**src/core/asf_pkg.sv**
```systemverilog
// Purpose: shared constants and types for the alu status flag block
// Assumes: 8-bit data path, 32-bit apb data bus
// Notes: flag positions are those of the status byte
package asf_pkg;
    // ------------------------------------------------------------
    // data and bus widths
    // ------------------------------------------------------------
    localparam int DATA_W = 8;
    localparam int ADDR_W = 8;
    localparam int FLAG_W = 5;
    localparam int BIT_SEL_W = 3;
    localparam int NIB_W = 4;

    // ------------------------------------------------------------
    // register map (byte addresses)
    // ------------------------------------------------------------
    localparam logic [7:0] ALU_CONDITION_FLAGS_OFS = 8'h00;
    localparam logic [7:0] LAST_RESULT_OFS = 8'h04;
    localparam logic [7:0] OP_COUNT_OFS = 8'h08;

    // ------------------------------------------------------------
    // flag positions inside the status byte
    // ------------------------------------------------------------
    localparam int CARRY_BIT = 0;
    localparam int NIBBLE_CARRY_BIT = 1;
    localparam int ZERO_BIT = 2;
    localparam int SIGNED_WRAP_BIT = 3;
    localparam int NEGATIVE_BIT = 4;

    // ------------------------------------------------------------
    // reset values and flag update masks
    // ------------------------------------------------------------
    localparam logic [4:0] FLAGS_RESET = 5'h00;
    localparam logic [7:0] RESULT_RESET = 8'h00;
    localparam logic [4:0] MASK_NONE = 5'h00;
    localparam logic [4:0] MASK_ALL = 5'h1F;
    localparam logic [4:0] MASK_ZERO_NEG = 5'h14;
    localparam logic [4:0] MASK_ZERO = 5'h04;

    // ------------------------------------------------------------
    // operations the core may present
    // ------------------------------------------------------------
    typedef enum logic [3:0] {
        OP_ADD,
        OP_SUB,
        OP_AND,
        OP_IOR,
        OP_XOR,
        OP_CLEAR_FILE,
        OP_FILE_TO_FILE_MOVE,
        OP_ACCUMULATOR_TO_FILE_MOVE,
        OP_BIT_CLEAR,
        OP_BIT_SET,
        OP_NIBBLE_SWAP
    } asf_op_t;
endpackage

```
**src/core/asf_alu_if.sv**
```systemverilog
// Purpose: carries one operation between the flag register and the alu
// Assumes: purely combinational exchange within one cycle
// Notes: mask marks which of the five flags the operation updates
`timescale 1ns/1ns
`default_nettype none
interface asf_alu_if;
    asf_pkg::asf_op_t op;
    logic [7:0] opnd_a;
    logic [7:0] opnd_b;
    logic [2:0] bit_sel;
    logic [7:0] result;
    logic [4:0] flags;
    logic [4:0] mask;

    modport core (output op, output opnd_a, output opnd_b, output bit_sel,
                  input result, input flags, input mask);
    modport alu (input op, input opnd_a, input opnd_b, input bit_sel,
                 output result, output flags, output mask);
endinterface
`default_nettype wire

```
**src/core/asf_alu.sv**
```systemverilog
// Purpose: computes an operation result and its condition flags
// Assumes: operands valid in the same cycle
// Notes: purely combinational
`timescale 1ns/1ns
`default_nettype none
module asf_alu (
    // operation exchange
    asf_alu_if.alu bus
);
    // ------------------------------------------------------------
    // adder shared by add and subtract
    // ------------------------------------------------------------
    logic is_sub;
    logic [7:0] addend;
    logic [4:0] low_sum;
    logic [7:0] low7_sum;
    logic [8:0] full_sum;

    assign is_sub = (bus.op == asf_pkg::OP_SUB);
    // subtract adds the two's complement, so carries mean "no borrow"
    assign addend = is_sub ? ~bus.opnd_b : bus.opnd_b;
    assign low_sum = {1'b0, bus.opnd_a[3:0]} + {1'b0, addend[3:0]} + {4'h0, is_sub};
    assign low7_sum = {1'b0, bus.opnd_a[6:0]} + {1'b0, addend[6:0]} + {7'h00, is_sub};
    assign full_sum = {1'b0, bus.opnd_a} + {1'b0, addend} + {8'h00, is_sub};

    always_comb begin
        bus.result = asf_pkg::RESULT_RESET;
        bus.mask = asf_pkg::MASK_NONE;
        case (bus.op)
            asf_pkg::OP_ADD, asf_pkg::OP_SUB: begin
                bus.result = full_sum[7:0];
                bus.mask = asf_pkg::MASK_ALL;
            end
            asf_pkg::OP_AND: begin
                bus.result = bus.opnd_a & bus.opnd_b;
                bus.mask = asf_pkg::MASK_ZERO_NEG;
            end
            asf_pkg::OP_IOR: begin
                bus.result = bus.opnd_a | bus.opnd_b;
                bus.mask = asf_pkg::MASK_ZERO_NEG;
            end
            asf_pkg::OP_XOR: begin
                bus.result = bus.opnd_a ^ bus.opnd_b;
                bus.mask = asf_pkg::MASK_ZERO_NEG;
            end
            asf_pkg::OP_CLEAR_FILE: begin
                // only zero is touched, so the other flags stay put
                bus.result = asf_pkg::RESULT_RESET;
                bus.mask = asf_pkg::MASK_ZERO;
            end
            asf_pkg::OP_FILE_TO_FILE_MOVE, asf_pkg::OP_ACCUMULATOR_TO_FILE_MOVE: begin
                bus.result = bus.opnd_a;
            end
            asf_pkg::OP_BIT_CLEAR: begin
                bus.result = bus.opnd_a & ~(8'h01 << bus.bit_sel);
            end
            asf_pkg::OP_BIT_SET: begin
                bus.result = bus.opnd_a | (8'h01 << bus.bit_sel);
            end
            asf_pkg::OP_NIBBLE_SWAP: begin
                bus.result = {bus.opnd_a[3:0], bus.opnd_a[7:4]};
            end
            default: begin
                bus.result = asf_pkg::RESULT_RESET;
                bus.mask = asf_pkg::MASK_NONE;
            end
        endcase
    end

    // ------------------------------------------------------------
    // flag values, used only where the mask allows
    // ------------------------------------------------------------
    always_comb begin
        bus.flags = asf_pkg::FLAGS_RESET;
        bus.flags[asf_pkg::CARRY_BIT] = full_sum[8];
        bus.flags[asf_pkg::NIBBLE_CARRY_BIT] = low_sum[4];
        bus.flags[asf_pkg::ZERO_BIT] = (bus.result == asf_pkg::RESULT_RESET);
        // wrap when carry into the sign differs from carry out of it
        bus.flags[asf_pkg::SIGNED_WRAP_BIT] = low7_sum[7] ^ full_sum[8];
        bus.flags[asf_pkg::NEGATIVE_BIT] = bus.result[7];
    end
endmodule
`default_nettype wire

```
**src/core/alu_status_flags.sv**
```systemverilog
// Purpose: holds the alu condition flag byte and applies instruction results
// Assumes: core presents at most one operation per pclk cycle
// Notes: software reaches the flags over apb with zero wait states
//
// Added by the designer: register access over APB and the register addresses.
`timescale 1ns/1ns
`default_nettype none
module alu_status_flags #(
    parameter int DATA_W = asf_pkg::DATA_W
) (
    // clock and reset
    input wire logic pclk,
    input wire logic presetn,
    // apb slave
    input wire logic psel,
    input wire logic penable,
    input wire logic pwrite,
    input wire logic [asf_pkg::ADDR_W-1:0] paddr,
    input wire logic [31:0] pwdata,
    output logic [31:0] prdata,
    output logic pready,
    output logic pslverr,
    // instruction execution
    input wire logic ex_valid,
    input wire logic [3:0] ex_op,
    input wire logic [7:0] ex_opnd_a,
    input wire logic [7:0] ex_opnd_b,
    input wire logic [2:0] ex_bit_sel,
    input wire logic ex_src_is_flags,
    input wire logic ex_dest_is_flags,
    // results
    output logic [7:0] ex_result,
    output logic [7:0] condition_flags
);
    // ------------------------------------------------------------
    // elaboration check
    // ------------------------------------------------------------
    if (DATA_W != asf_pkg::DATA_W) begin : g_bad_width
        $error("alu_status_flags serves an 8-bit data path only");
    end

    // the flag field and the negative flag position must fit inside the status byte
    if (asf_pkg::FLAG_W > DATA_W) begin : g_bad_flag_width
        $error("alu_status_flags flag field is wider than the data path");
    end

    if (asf_pkg::NEGATIVE_BIT >= asf_pkg::FLAG_W) begin : g_bad_flag_pos
        $error("alu_status_flags flag position lies outside the flag field");
    end

    // the three words must not alias, or one read would shadow another
    if (asf_pkg::LAST_RESULT_OFS == asf_pkg::ALU_CONDITION_FLAGS_OFS ||
        asf_pkg::OP_COUNT_OFS == asf_pkg::ALU_CONDITION_FLAGS_OFS ||
        asf_pkg::OP_COUNT_OFS == asf_pkg::LAST_RESULT_OFS) begin : g_bad_map
        $error("alu_status_flags register offsets overlap");
    end

    // every word must sit on a 32-bit boundary of the bus
    if (asf_pkg::ALU_CONDITION_FLAGS_OFS[1:0] != 2'h0 ||
        asf_pkg::LAST_RESULT_OFS[1:0] != 2'h0 ||
        asf_pkg::OP_COUNT_OFS[1:0] != 2'h0) begin : g_bad_align
        $error("alu_status_flags register offsets must be word aligned");
    end

    // ------------------------------------------------------------
    // state
    // ------------------------------------------------------------
    logic [4:0] flags_reg;
    logic [4:0] flags_next;
    logic [7:0] result_reg;
    logic [7:0] result_next;
    logic [31:0] op_count_reg;
    logic [31:0] op_count_next;
    logic [7:0] status_byte;
    logic apb_write;
    logic apb_access;
    logic addr_hit;
    logic flags_write;
    asf_alu_if alu_bus ();

    // ------------------------------------------------------------
    // decode and update helpers
    // ------------------------------------------------------------
    logic apb_setup;
    logic read_setup;
    logic sel_flags;
    logic sel_result;
    logic sel_count;
    logic [31:0] read_word;
    logic [4:0] bus_flags;
    logic [4:0] base_flags;
    logic [4:0] merged_flags;
    logic op_sets_flags;
    logic dest_load;

    // ------------------------------------------------------------
    // alu and operand selection
    // ------------------------------------------------------------
    asf_alu u_alu (
        .bus(alu_bus)
    );

    // upper three bits never stored, so they always read zero
    assign status_byte = {3'h0, flags_reg};

    // the flag byte may stand in for the first operand
    assign alu_bus.op = asf_pkg::asf_op_t'(ex_op);
    assign alu_bus.opnd_a = ex_src_is_flags ? status_byte : ex_opnd_a;
    assign alu_bus.opnd_b = ex_opnd_b;
    assign alu_bus.bit_sel = ex_bit_sel;

    // ------------------------------------------------------------
    // apb decode
    // ------------------------------------------------------------
    assign apb_setup = psel & ~penable;
    assign apb_access = psel & penable;
    assign apb_write = apb_access & pwrite;
    // no wait states: every word answers in its first access cycle
    assign pready = 1'b1;
    assign sel_flags = (paddr == asf_pkg::ALU_CONDITION_FLAGS_OFS);
    assign sel_result = (paddr == asf_pkg::LAST_RESULT_OFS);
    assign sel_count = (paddr == asf_pkg::OP_COUNT_OFS);
    assign addr_hit = sel_flags | sel_result | sel_count;
    // writes to read-only words drop silently; only unmapped holes raise an error
    assign pslverr = apb_access & ~addr_hit;
    assign flags_write = apb_write & sel_flags;
    assign bus_flags = pwdata[asf_pkg::FLAG_W-1:0];
    assign read_setup = apb_setup & ~pwrite;

    // ------------------------------------------------------------
    // flag update decisions
    // ------------------------------------------------------------
    // a same-cycle bus write is only the base that an instruction overrides
    assign base_flags = flags_write ? bus_flags : flags_reg;
    // an op that owns any arithmetic flag blocks the byte write to all five
    assign op_sets_flags = (alu_bus.mask != asf_pkg::MASK_NONE);
    // moves, bit ops and swap into the status byte land their result bits
    assign dest_load = ex_valid & ex_dest_is_flags & ~op_sets_flags;

    // flags the op does not own keep their value, so a clear only sets zero
    for (genvar i = 0; i < asf_pkg::FLAG_W; i++) begin : g_flag_merge
        assign merged_flags[i] = alu_bus.mask[i] ? alu_bus.flags[i] : base_flags[i];
    end

    always_comb begin
        flags_next = base_flags;
        if (dest_load) begin
            flags_next = alu_bus.result[asf_pkg::FLAG_W-1:0];
        end else if (ex_valid) begin
            flags_next = merged_flags;
        end
    end

    // moves, bit ops and swap carry an empty mask, so software edits stay intact unless the status byte is their destination
    always_ff @(posedge pclk or negedge presetn) begin
        if (!presetn) begin
            flags_reg <= asf_pkg::FLAGS_RESET;
        end else begin
            flags_reg <= flags_next;
        end
    end

    // ------------------------------------------------------------
    // last result and operation count
    // ------------------------------------------------------------
    assign result_next = ex_valid ? alu_bus.result : result_reg;
    // a free-running count lets software see that operations arrive; it wraps
    assign op_count_next = ex_valid ? op_count_reg + 32'h00000001 : op_count_reg;

    always_ff @(posedge pclk or negedge presetn) begin
        if (!presetn) begin
            result_reg <= asf_pkg::RESULT_RESET;
        end else begin
            result_reg <= result_next;
        end
    end

    always_ff @(posedge pclk or negedge presetn) begin
        if (!presetn) begin
            op_count_reg <= 32'h00000000;
        end else begin
            op_count_reg <= op_count_next;
        end
    end

    // ------------------------------------------------------------
    // apb read data
    // ------------------------------------------------------------
    always_comb begin
        read_word = 32'h00000000;
        case (paddr)
            asf_pkg::ALU_CONDITION_FLAGS_OFS: read_word = {24'h000000, status_byte};
            asf_pkg::LAST_RESULT_OFS: read_word = {24'h000000, result_reg};
            asf_pkg::OP_COUNT_OFS: read_word = op_count_reg;
            default: read_word = 32'h00000000;
        endcase
    end

    // taken in the setup cycle so the data output is a flip-flop; the cost is that
    // a flag change at the setup-to-access edge is not seen by that read
    always_ff @(posedge pclk or negedge presetn) begin
        if (!presetn) begin
            prdata <= 32'h00000000;
        end else if (read_setup) begin
            prdata <= read_word;
        end
    end

    // ------------------------------------------------------------
    // outputs
    // ------------------------------------------------------------
    assign ex_result = result_reg;
    assign condition_flags = status_byte;
endmodule
`default_nettype wire

```
**config.mk**
```make
export PLATFORM = sky130hd
export DESIGN_NAME = alu_status_flags
export DESIGN_NICKNAME = d
export VERILOG_FILES = /design/src/core/asf_pkg.sv /design/src/core/asf_alu_if.sv /design/src/core/asf_alu.sv /design/src/core/alu_status_flags.sv
export SDC_FILE = /design/constraint.sdc
export NUM_CORES = 1
export LEC_CHECK = 0
export BUFFER_PORTS_ARGS = -buffer_cell sky130_fd_sc_hd__buf_2
export CORE_MARGIN = 1.5
export CORE_UTILIZATION = 30
export CTS_BUF_LIST = sky130_fd_sc_hd__clkbuf_8
export DETAILED_ROUTE_END_ITERATION = 10
export GPL_ROUTABILITY_DRIVEN = 0
export PLACE_DENSITY = 0.55
export SYNTH_ARGS = -nofsm -noshare
export SYNTH_HDL_FRONTEND = slang
export SYNTH_SLANG_ARGS = --single-unit
```
**constraint.sdc**
```tcl
create_clock -name pclk -period 6.9 [get_ports pclk]
set_input_delay 0 -clock pclk [delete_from_list [all_inputs] [get_ports pclk]]
set_output_delay 0 -clock pclk [all_outputs]
set_load 0.005 [all_outputs]
```
After elaboration in Yosys (flattened, before gate mapping). Cells that the tools add are included.

$add $sub $neg: 7. Equality and inequality tests: 12. Shift-type cells: 1. Mux-type cells: 13. Bitwise logic cells: 22. Reductions and logical operators: 7.

Operator list (count): $pmux W32 S3 (1); $pmux W8 S8 (1); $add A32 B1 Y32 const B (1); $and A8 B8 Y8 (2); $eq A4 B3 Y1 const B (4); $logic_not A8 Y1 (2); $mux W8 (2); $not A8 Y8 (2); $or A8 B8 Y8 (2); $mux W5 (3); $pmux W5 S3 (1); $eq A4 B4 Y1 const B (3); $add A8 B8 Y9 (1); $add A9 B1 Y9 (1); $add A7 B7 Y8 (1); $add A8 B1 Y8 (1); $and A1 B1 Y1 (8); $eq A4 B2 Y1 const B (2); $eq A8 B3 Y1 const B (1); $eq A8 B4 Y1 const B (1); $shl A1 B3 Y8 const A (1); $xor A8 B8 Y8 (1); $add A4 B4 Y5 (1); $add A5 B1 Y5 (1); other kinds (9) (18).

Register bits: 77. Input bits: 71. Output and inout bits: 50. Logic and storage cells: 66.

Logic depth before layout (Yosys ltp). Gate-level depths: netlist of run 1.

Depth in word-level cells: 9. Depth in mapped cells: 11.

Hierarchy. A second synthesis of run 1 with hierarchy kept.

Cell total of the unflattened synthesis: 488. Area total of the unflattened synthesis: 4933.5 um2.

Modules (own cells, without submodules): alu_status_flags (times used 1, cells an instance 293, area an instance 3500.9 um2, sequential area each 1926.8 um2); asf_alu (times used 1, cells an instance 195, area an instance 1432.6 um2, sequential area each 0.0 um2).

Worst setup path after synthesis of run 1. OpenSTA, ideal clock, no wires.

Path type: flip-flop to flip-flop. Start: register flags_reg[1]. End: register result_reg[7], in the netlist ex_result[7]. Setup time: 0.125 ns. Arrival: 2.219 ns. Data required time: 6.775 ns. Slack: 4.556 ns. Cell stages (with the launch flop): 9. Buffers on the path: 0. Cells stage by stage: dfrtp_1 mux2_2 ha_1 nor2b_1 o2bb2ai_2 a31o_4 mux2i_1 a211o_1 mux2_4.

Word-level cells in the longest chain between the ends: 4.

RTL lines: start, declared (line alu_status_flags.sv:68) `logic [4:0] flags_reg;`; start signal, assigned (line alu_status_flags.sv:157) `flags_reg <= asf_pkg::FLAGS_RESET;`; start signal, assigned (line alu_status_flags.sv:159) `flags_reg <= flags_next;`; $mux W8 (line alu_status_flags.sv:108) `assign alu_bus.opnd_a = ex_src_is_flags ? status_byte : ex_opnd_a;`; $add A8 B8 Y9 (line asf_alu.sv:24) `assign full_sum = {1'b0, bus.opnd_a} + {1'b0, addend} + {8'h00, is_sub};`; $add A9 B1 Y9 (line asf_alu.sv:24); $pmux W8 S8 (line asf_alu.sv:29) `case (bus.op)`; end signal, assigned (line alu_status_flags.sv:172) `result_reg <= asf_pkg::RESULT_RESET;`; end signal, assigned (line alu_status_flags.sv:174) `result_reg <= result_next;`; end, declared (line alu_status_flags.sv:70) `logic [7:0] result_reg;`.

No other way between the ends. A chain may end at the register's enable or synchronous reset.

Final worst setup path of run 1.
Start: input ex_op[0]. End: register flags_reg[2].

Word-level cells in the longest chain between the ends: 9. Elaborated cells between the ends (all ways): 26. Those cells by class: add/sub: 2; eq/ne: 10; mux: 6; bitwise: 2; reduce/logical: 6.

RTL lines: start, declared (line alu_status_flags.sv:25) `input wire logic [3:0] ex_op,`; $eq A4 B1 Y1 (line asf_alu.sv:19, asf_alu.sv:29); $mux W8 (line asf_alu.sv:21) `assign addend = is_sub ? ~bus.opnd_b : bus.opnd_b;`; $add A8 B8 Y9 (line asf_alu.sv:24); $add A9 B1 Y9 (line asf_alu.sv:24); $pmux W8 S8 (line asf_alu.sv:29); $logic_not A8 Y1 (line asf_alu.sv:77) `bus.flags[asf_pkg::ZERO_BIT] = (bus.result == asf_pkg::RESULT_RESET);`; $mux W1 (line alu_status_flags.sv:142) `assign merged_flags[i] = alu_bus.mask[i] ? alu_bus.flags[i] : base_flags[i];`; $mux W5 (line alu_status_flags.sv:149) `end else if (ex_valid) begin`; $mux W5 * (line alu_status_flags.sv:147) `if (dest_load) begin`; via flags_next[2] (line alu_status_flags.sv:69) `logic [4:0] flags_next;`.

Mark *: on every way through the listed nets, which the timed path passes. The rest lies on a longest branch.

==> results.cfg, run 1 <==
[outcome]
status = complete, no violations

[timing]
finalSetupViolCount = 0
min_period_over_period_pct = 47.2
relSlewSlack_pct = 23.3
drv_slew = 0
clock_skew_ns = 0.00961
finalSetupTns_ns = 0
rsz0062_at_grt = no
hold_ws_ns = 0.0645
finalCriticalPeriod_ns = 3.25
timing.final.hold_violations = 0
fmax_ghz = 0.307
worst_pin_slew_ns = 1.15

[worst_setup_path]
r2r_slack_ns = 3.96
worstSetupPathType = in2reg
r2r-start = flags_reg[0]
crit_fanout = 32
crit_path_end_kind = flop
r2r.worst_path.cells = 9
regToRegEndpoint = flags_reg[2]
critPathArrivalTime_ns = 3.52
required_ns = 7.17
worst_setup_path_start_kind = input port

[placed_design]
port_buffers = 89
dpl.hpwl_mm = 9.73

[layout]
area_delta_synth_final_pct = 17.3
antenna_cells = 0
finalNetCount = 653
layout_commonest_cell = buf_2
utilization_pct = 35.6
nFillCells = 1679
drive_gt1_share_pct = 22.5
layout_common_cells = 88 x buf_2, 77 x dfrtp_1, 39 x nand2_1

[clock_tree]
cts_buffers = 9
cts_htree_levels = 3
cts-resized-gates = 0
postCtsSetupRepairBufs = 0
cts-root-buf = clkbuf_8
cts_tree = built
cts_buffer_depth = 2
cts_sinks = 77
clkTransAtPathRegs_ns = 0.07
ctsHoldBuffers = 1
clkLatencyLatePin_ns = 0.36

[die]
io_pins = 121
die_height_um = 129
num_rows = 46
core_area_um2 = 15800
die_w_um = 129
die-area_um2 = 16700
start_util_pct = 30.4

[hold_path]
min_delay_worst_endpoint = flags_reg[2]
hold_class = in2reg
hold_path.startpoint = pwdata[2]
hold_path_depth = 5

[yosys]
synth_flop_cell = dfrtp_1
postSynthAreaPerCell_um2 = 9.61
netlist_instances = 499
synth_area_um2 = 4790
synth_edf_count = 0
synth-seq-cells = 77
synth_seq_area_share_pct = 40.2
async_reset_ff_share_pct = 100
synth_warnings = 0
synth_cell_types = 66

[power]
power.switching_mw = 0.375
power_frac_clock_pct = 31.8
vdd_drop_max_mv = 0.0941
internal-power_mw = 0.827
power_density_nw_per_um2 = 214
p_comb_share_pct = 23.7
pwr-share-seq_pct = 44.5
p_leak_nw = 2.63
swShare_pct = 31.2

[global_route]
grt_max_degree = 78
antenna_found_initial = 0
grt_pass1_vias = 3781
grt_pass1_wl_mm = 19.9
grt_use_total_pct = 15.3
grt.overflow.total = 0

[drt]
vias_per_cell = 5.26
ant_nets = 0
drc = 0
drt_iter0_markers = 178
drt_first_pass_iters = 4
wirelength_mm = 12.8
num_vias = 4169
wl_per_cell_um = 16.1

[flow_run]
cap_violations = 0
## how the worst max path moves through the flow
stage	from	end	slack, ns	cells past startpoint
5_1_grt	ex_op[0]	flags_reg[2]	3.40	10
4_1_cts	ex_op[0]	flags_reg[2]	3.68	10
3_5_place_dp	ex_op[0]	flags_reg[2]	3.31	10
3_3_place_gp	ex_op[0]	flags_reg[2]	3.37	10
2_1_floorplan	flags_reg[1]	ex_result[7]	4.56	8
6_report	ex_op[0]	flags_reg[2]	3.65	10
## power groups by stage
stage	Sequential (mW)	Combinational, mW	Clock, mW
floorplan	0.530	0.195	0
global placement	0.543	0.277	0
detailed placement	0.544	0.284	0
CTS	0.535	0.286	0.387
global route	0.541	0.316	0.407
finish	0.535	0.285	0.382
## worst max-delay path: stages
cell      delay, ns
buf_2          0.42
nor4b_2        1.01
xor2_1         0.25
fa_1           0.52
nand3_1        0.11
and2_1         0.21
xnor2_1        0.09
a211oi_1       0.50
nand4_1        0.18
o31ai_2        0.24
## cell type report
| type | count | area (µm²) | area share [%] |
|---|---|---|---|
| clock buffers | 11 | 151 | 2.69 |
| well taps | 216 | 270 | 4.81 |
| multi-input cells | 380 | 2680 | 47.6 |
| flip-flops and latches | 77 | 1930 | 34.3 |
| inverters | 11 | 41.3 | 0.735 |
| clock inverters | 5 | 73.8 | 1.31 |
| repair buffers | 93 | 480 | 8.55 |
## synthesized netlist by cell type, types with 13 or more instances
cell / n / area [µm²]
nand4_1: 13 / 81.3
xor2_1: 16 / 140
a22o_1: 25 / 219
nand3_1: 14 / 70.1
xnor2_1: 25 / 219
o21ai_0: 24 / 120
a21oi_1: 30 / 150
nor2_1: 33 / 124
clkbuf_1: 14 / 52.6
nand2_1: 39 / 146
dfrtp_1: 77 / 1930
mux2i_1: 17 / 170
## layer usage
metal	vias up	routed length, µm	global-route usage (%)
met4	0	299	6.15
met3	19	639	2.11
met5	-	0	0
met1	2039	5870	21.0
met2	135	5960	24.2
li1	1976	-	-
## kinds of logic (layout without fill, tap and decap cells)
family | count (synthesis) | after routing | share of synthesized area (%)
multiplexers | 25 | 25 | 5.51
other | 2 | 4 | 0.157
flip-flops | 77 | 77 | 40.2
buffers and inverters | 44 | 120 | 4.31
XOR/XNOR | 41 | 41 | 7.49
AND/OR/NAND/NOR | 166 | 166 | 19.6
adder cells (fa/ha/maj) | 10 | 10 | 2.77
AO/OA/AOI/OAI | 134 | 134 | 20.0
## through the flow
step / total power [mW] / worst slack [ns] / cell area (µm²) / std cells
floorplan: 0.725 / 4.56 / 4800 / 501
global placement: 0.820 / 3.37 / 5390 / 776
detailed placement: 0.829 / 3.31 / 5390 / 776
CTS: 1.21 / 3.68 / 5620 / 793
global route: 1.27 / 3.40 / 5620 / 793
finish: 1.20 / 3.65 / 5620 / 793
Note: power is estimated with default switching activity, not from simulation.
==> run 2: changes to the inputs <==
==> constraint.sdc (replaced) <==
create_clock -name pclk -period 3.1 [get_ports pclk]
set_input_delay 0 -clock pclk [delete_from_list [all_inputs] [get_ports pclk]]
set_output_delay 0 -clock pclk [all_outputs]
set_load 0.005 [all_outputs]
==> run 2 against run 1 <==
  * Wire length is essentially flat
  * Sequential cell count is the same
  * Core utilization grew 0.22 points
  * Combinational power grew 130%
  * Worst setup slack lost 3.2 ns
  * Design area grew 0.62%
  * Clock power grew 93%
  * Sequential power grew 120%
  * Cell count grew 1.1%
  * Die area is the same
  * Critical path depth shrank 1
  * Global-route usage grew 0.18 points
==> results.cfg, run 2 (synthesized netlist as in run 1, its figures left out) <==
[outcome]
status = complete, no violations

[layout]
drive_gt1_share_pct = 23.5
utilization_pct = 35.9
finalNetCount = 662
antenna_cells = 0
layout_commonest_cell = buf_2
area_delta_synth_final_pct = 18.0
layout_common_cells = 88 x buf_2, 77 x dfrtp_1, 39 x nand2_1

[placed_design]
dpl.hpwl_mm = 9.79
port_buffers = 89

[timing]
relSlewSlack_pct = 36.2
fmax_ghz = 0.370
finalSetupViolCount = 0
min_period_over_period_pct = 87.2
hold_ws_ns = 0.0796
finalSetupTns_ns = 0
finalCriticalPeriod_ns = 2.70
clock_skew_ns = 0.00762
drv_slew = 0
timing.final.hold_violations = 0
rsz0062_at_grt = no
worst_pin_slew_ns = 0.957

[power]
p_leak_nw = 2.66
power_density_nw_per_um2 = 455
pwr-share-seq_pct = 45.9
internal-power_mw = 1.75
power.switching_mw = 0.828
p_comb_share_pct = 25.5
swShare_pct = 32.1
power_frac_clock_pct = 28.6
vdd_drop_max_mv = 0.205

[worst_setup_path]
r2r-start = flags_reg[2]
required_ns = 3.33
worstSetupPathType = reg2reg
crit_fanout = 7
critPathSlowestCell = ha_1
critPathBufInv = 1
slowest_delay_ns = 0.44
crit_family = compound AO/OA/AOI/OAI gates
crit_chain = mux2i_1 > inv_1 > ha_1 > nand2_1 > a211oi_1 > a31o_4 > mux2i_1 > a211o_1 > mux2_4
path_common_cell = mux2i_1
critical_path.startpoint = flags_reg[2]
crit_path_end_kind = flop
critPathArrivalTime_ns = 2.93
worst_setup_path_start_kind = flop

[clock_tree]
cts_buffer_depth = 2
cts-resized-gates = 0
cts-root-buf = clkbuf_8
postCtsSetupRepairBufs = 0
cts_buffers = 9
clkTransAtPathRegs_ns = 0.08
clkLatencyLatePin_ns = 0.35
cts_sinks = 77
cts_tree = built
cts_htree_levels = 3

[drt]
ant_nets = 0
vias_per_cell = 5.15
drc = 0
num_vias = 4131
wl_per_cell_um = 15.9
drt_first_pass_iters = 5
drt_iter0_markers = 271
wirelength_mm = 12.8

[die]
die_w_um = 129
core_area_um2 = 15800
start_util_pct = 30.4
die-area_um2 = 16700
io_pins = 121
die_height_um = 129
num_rows = 46

[hold_path]
hold_path.startpoint = psel
hold_class = in2reg

[global_route]
grt_max_degree = 78
grt.overflow.total = 0
grt_use_total_pct = 15.5
grt_pass1_vias = 4061
grt_pass1_wl_mm = 20.3
antenna_found_initial = 0

[flow_run]
cap_violations = 0
run 2: stage by stage:
| step | worst slack (ns) | cells | power (mW) | cell area, µm² |
|---|---|---|---|---|
| after floorplan | 0.756 | 501 | 1.61 | 4800 |
| after global placement | 0.431 | 785 | 1.84 | 5450 |
| after detailed placement | 0.381 | 785 | 1.86 | 5450 |
| after CTS | 0.351 | 802 | 2.61 | 5660 |
| after global routing | 0.225 | 802 | 2.74 | 5660 |
| final | 0.397 | 802 | 2.58 | 5660 |
run 2: area by class of cell:
cell class,instances,area [µm²]
Tap cell,216,270
Sequential cell,77,1930
Clock buffer,10,138
Multi-Input combinational cell,380,2680
Inverter,11,41.3
Clock inverter,6,55.1
Fill cell,1659,10100
Timing Repair Buffer,102,548
run 2: worst paths after layout:
path                               endpoint  slack (ns)  cells after the start
setup / recovery               ex_result[7]        0.40                      9
hold / removal                    prdata[4]        0.08                      3
setup reg to reg               ex_result[7]        0.40                      9
hold reg to reg                   prdata[2]        0.48                      2
max in group asynchronous  op_count_reg[14]        2.13                      2
min in group asynchronous        prdata[18]        0.34                      2
run 2: metal layers:
| metal | share of wire, % | global-route usage [%] | routed length [µm] |
|---|---|---|---|
| met1 | 44 | 20.1 | 5680 |
| met5 | 0 | 0 | 0 |
| met4 | 1.9 | 5.55 | 240 |
| met2 | 48 | 25.9 | 6110 |
| met3 | 5.8 | 2.60 | 742 |
run 2: worst reg2reg max path: cells and delay by family (launching register included):
family	cells	cell delay [ns]
buf+inv	1	0.13
flops	1	0.43
simple gates	1	0.13
compound gates	3	0.83
mux	3	0.63
fa+ha+maj	1	0.44
run 2: timing repair:
item	4_1_cts	5_1_grt
hold buffers	1	0
setup endpoints to repair	0	0
endpoints found under the hold margin	77	0
run 2: power by group through the flow:
stage                     clock network [mW]  registers, mW  logic (mW)
after floorplan                            0           1.18       0.435
after global placement                     0           1.21       0.640
after detailed placement                   0           1.20       0.656
after CTS                              0.763           1.18       0.660
after global routing                   0.809           1.20       0.732
final                                  0.736           1.18       0.658
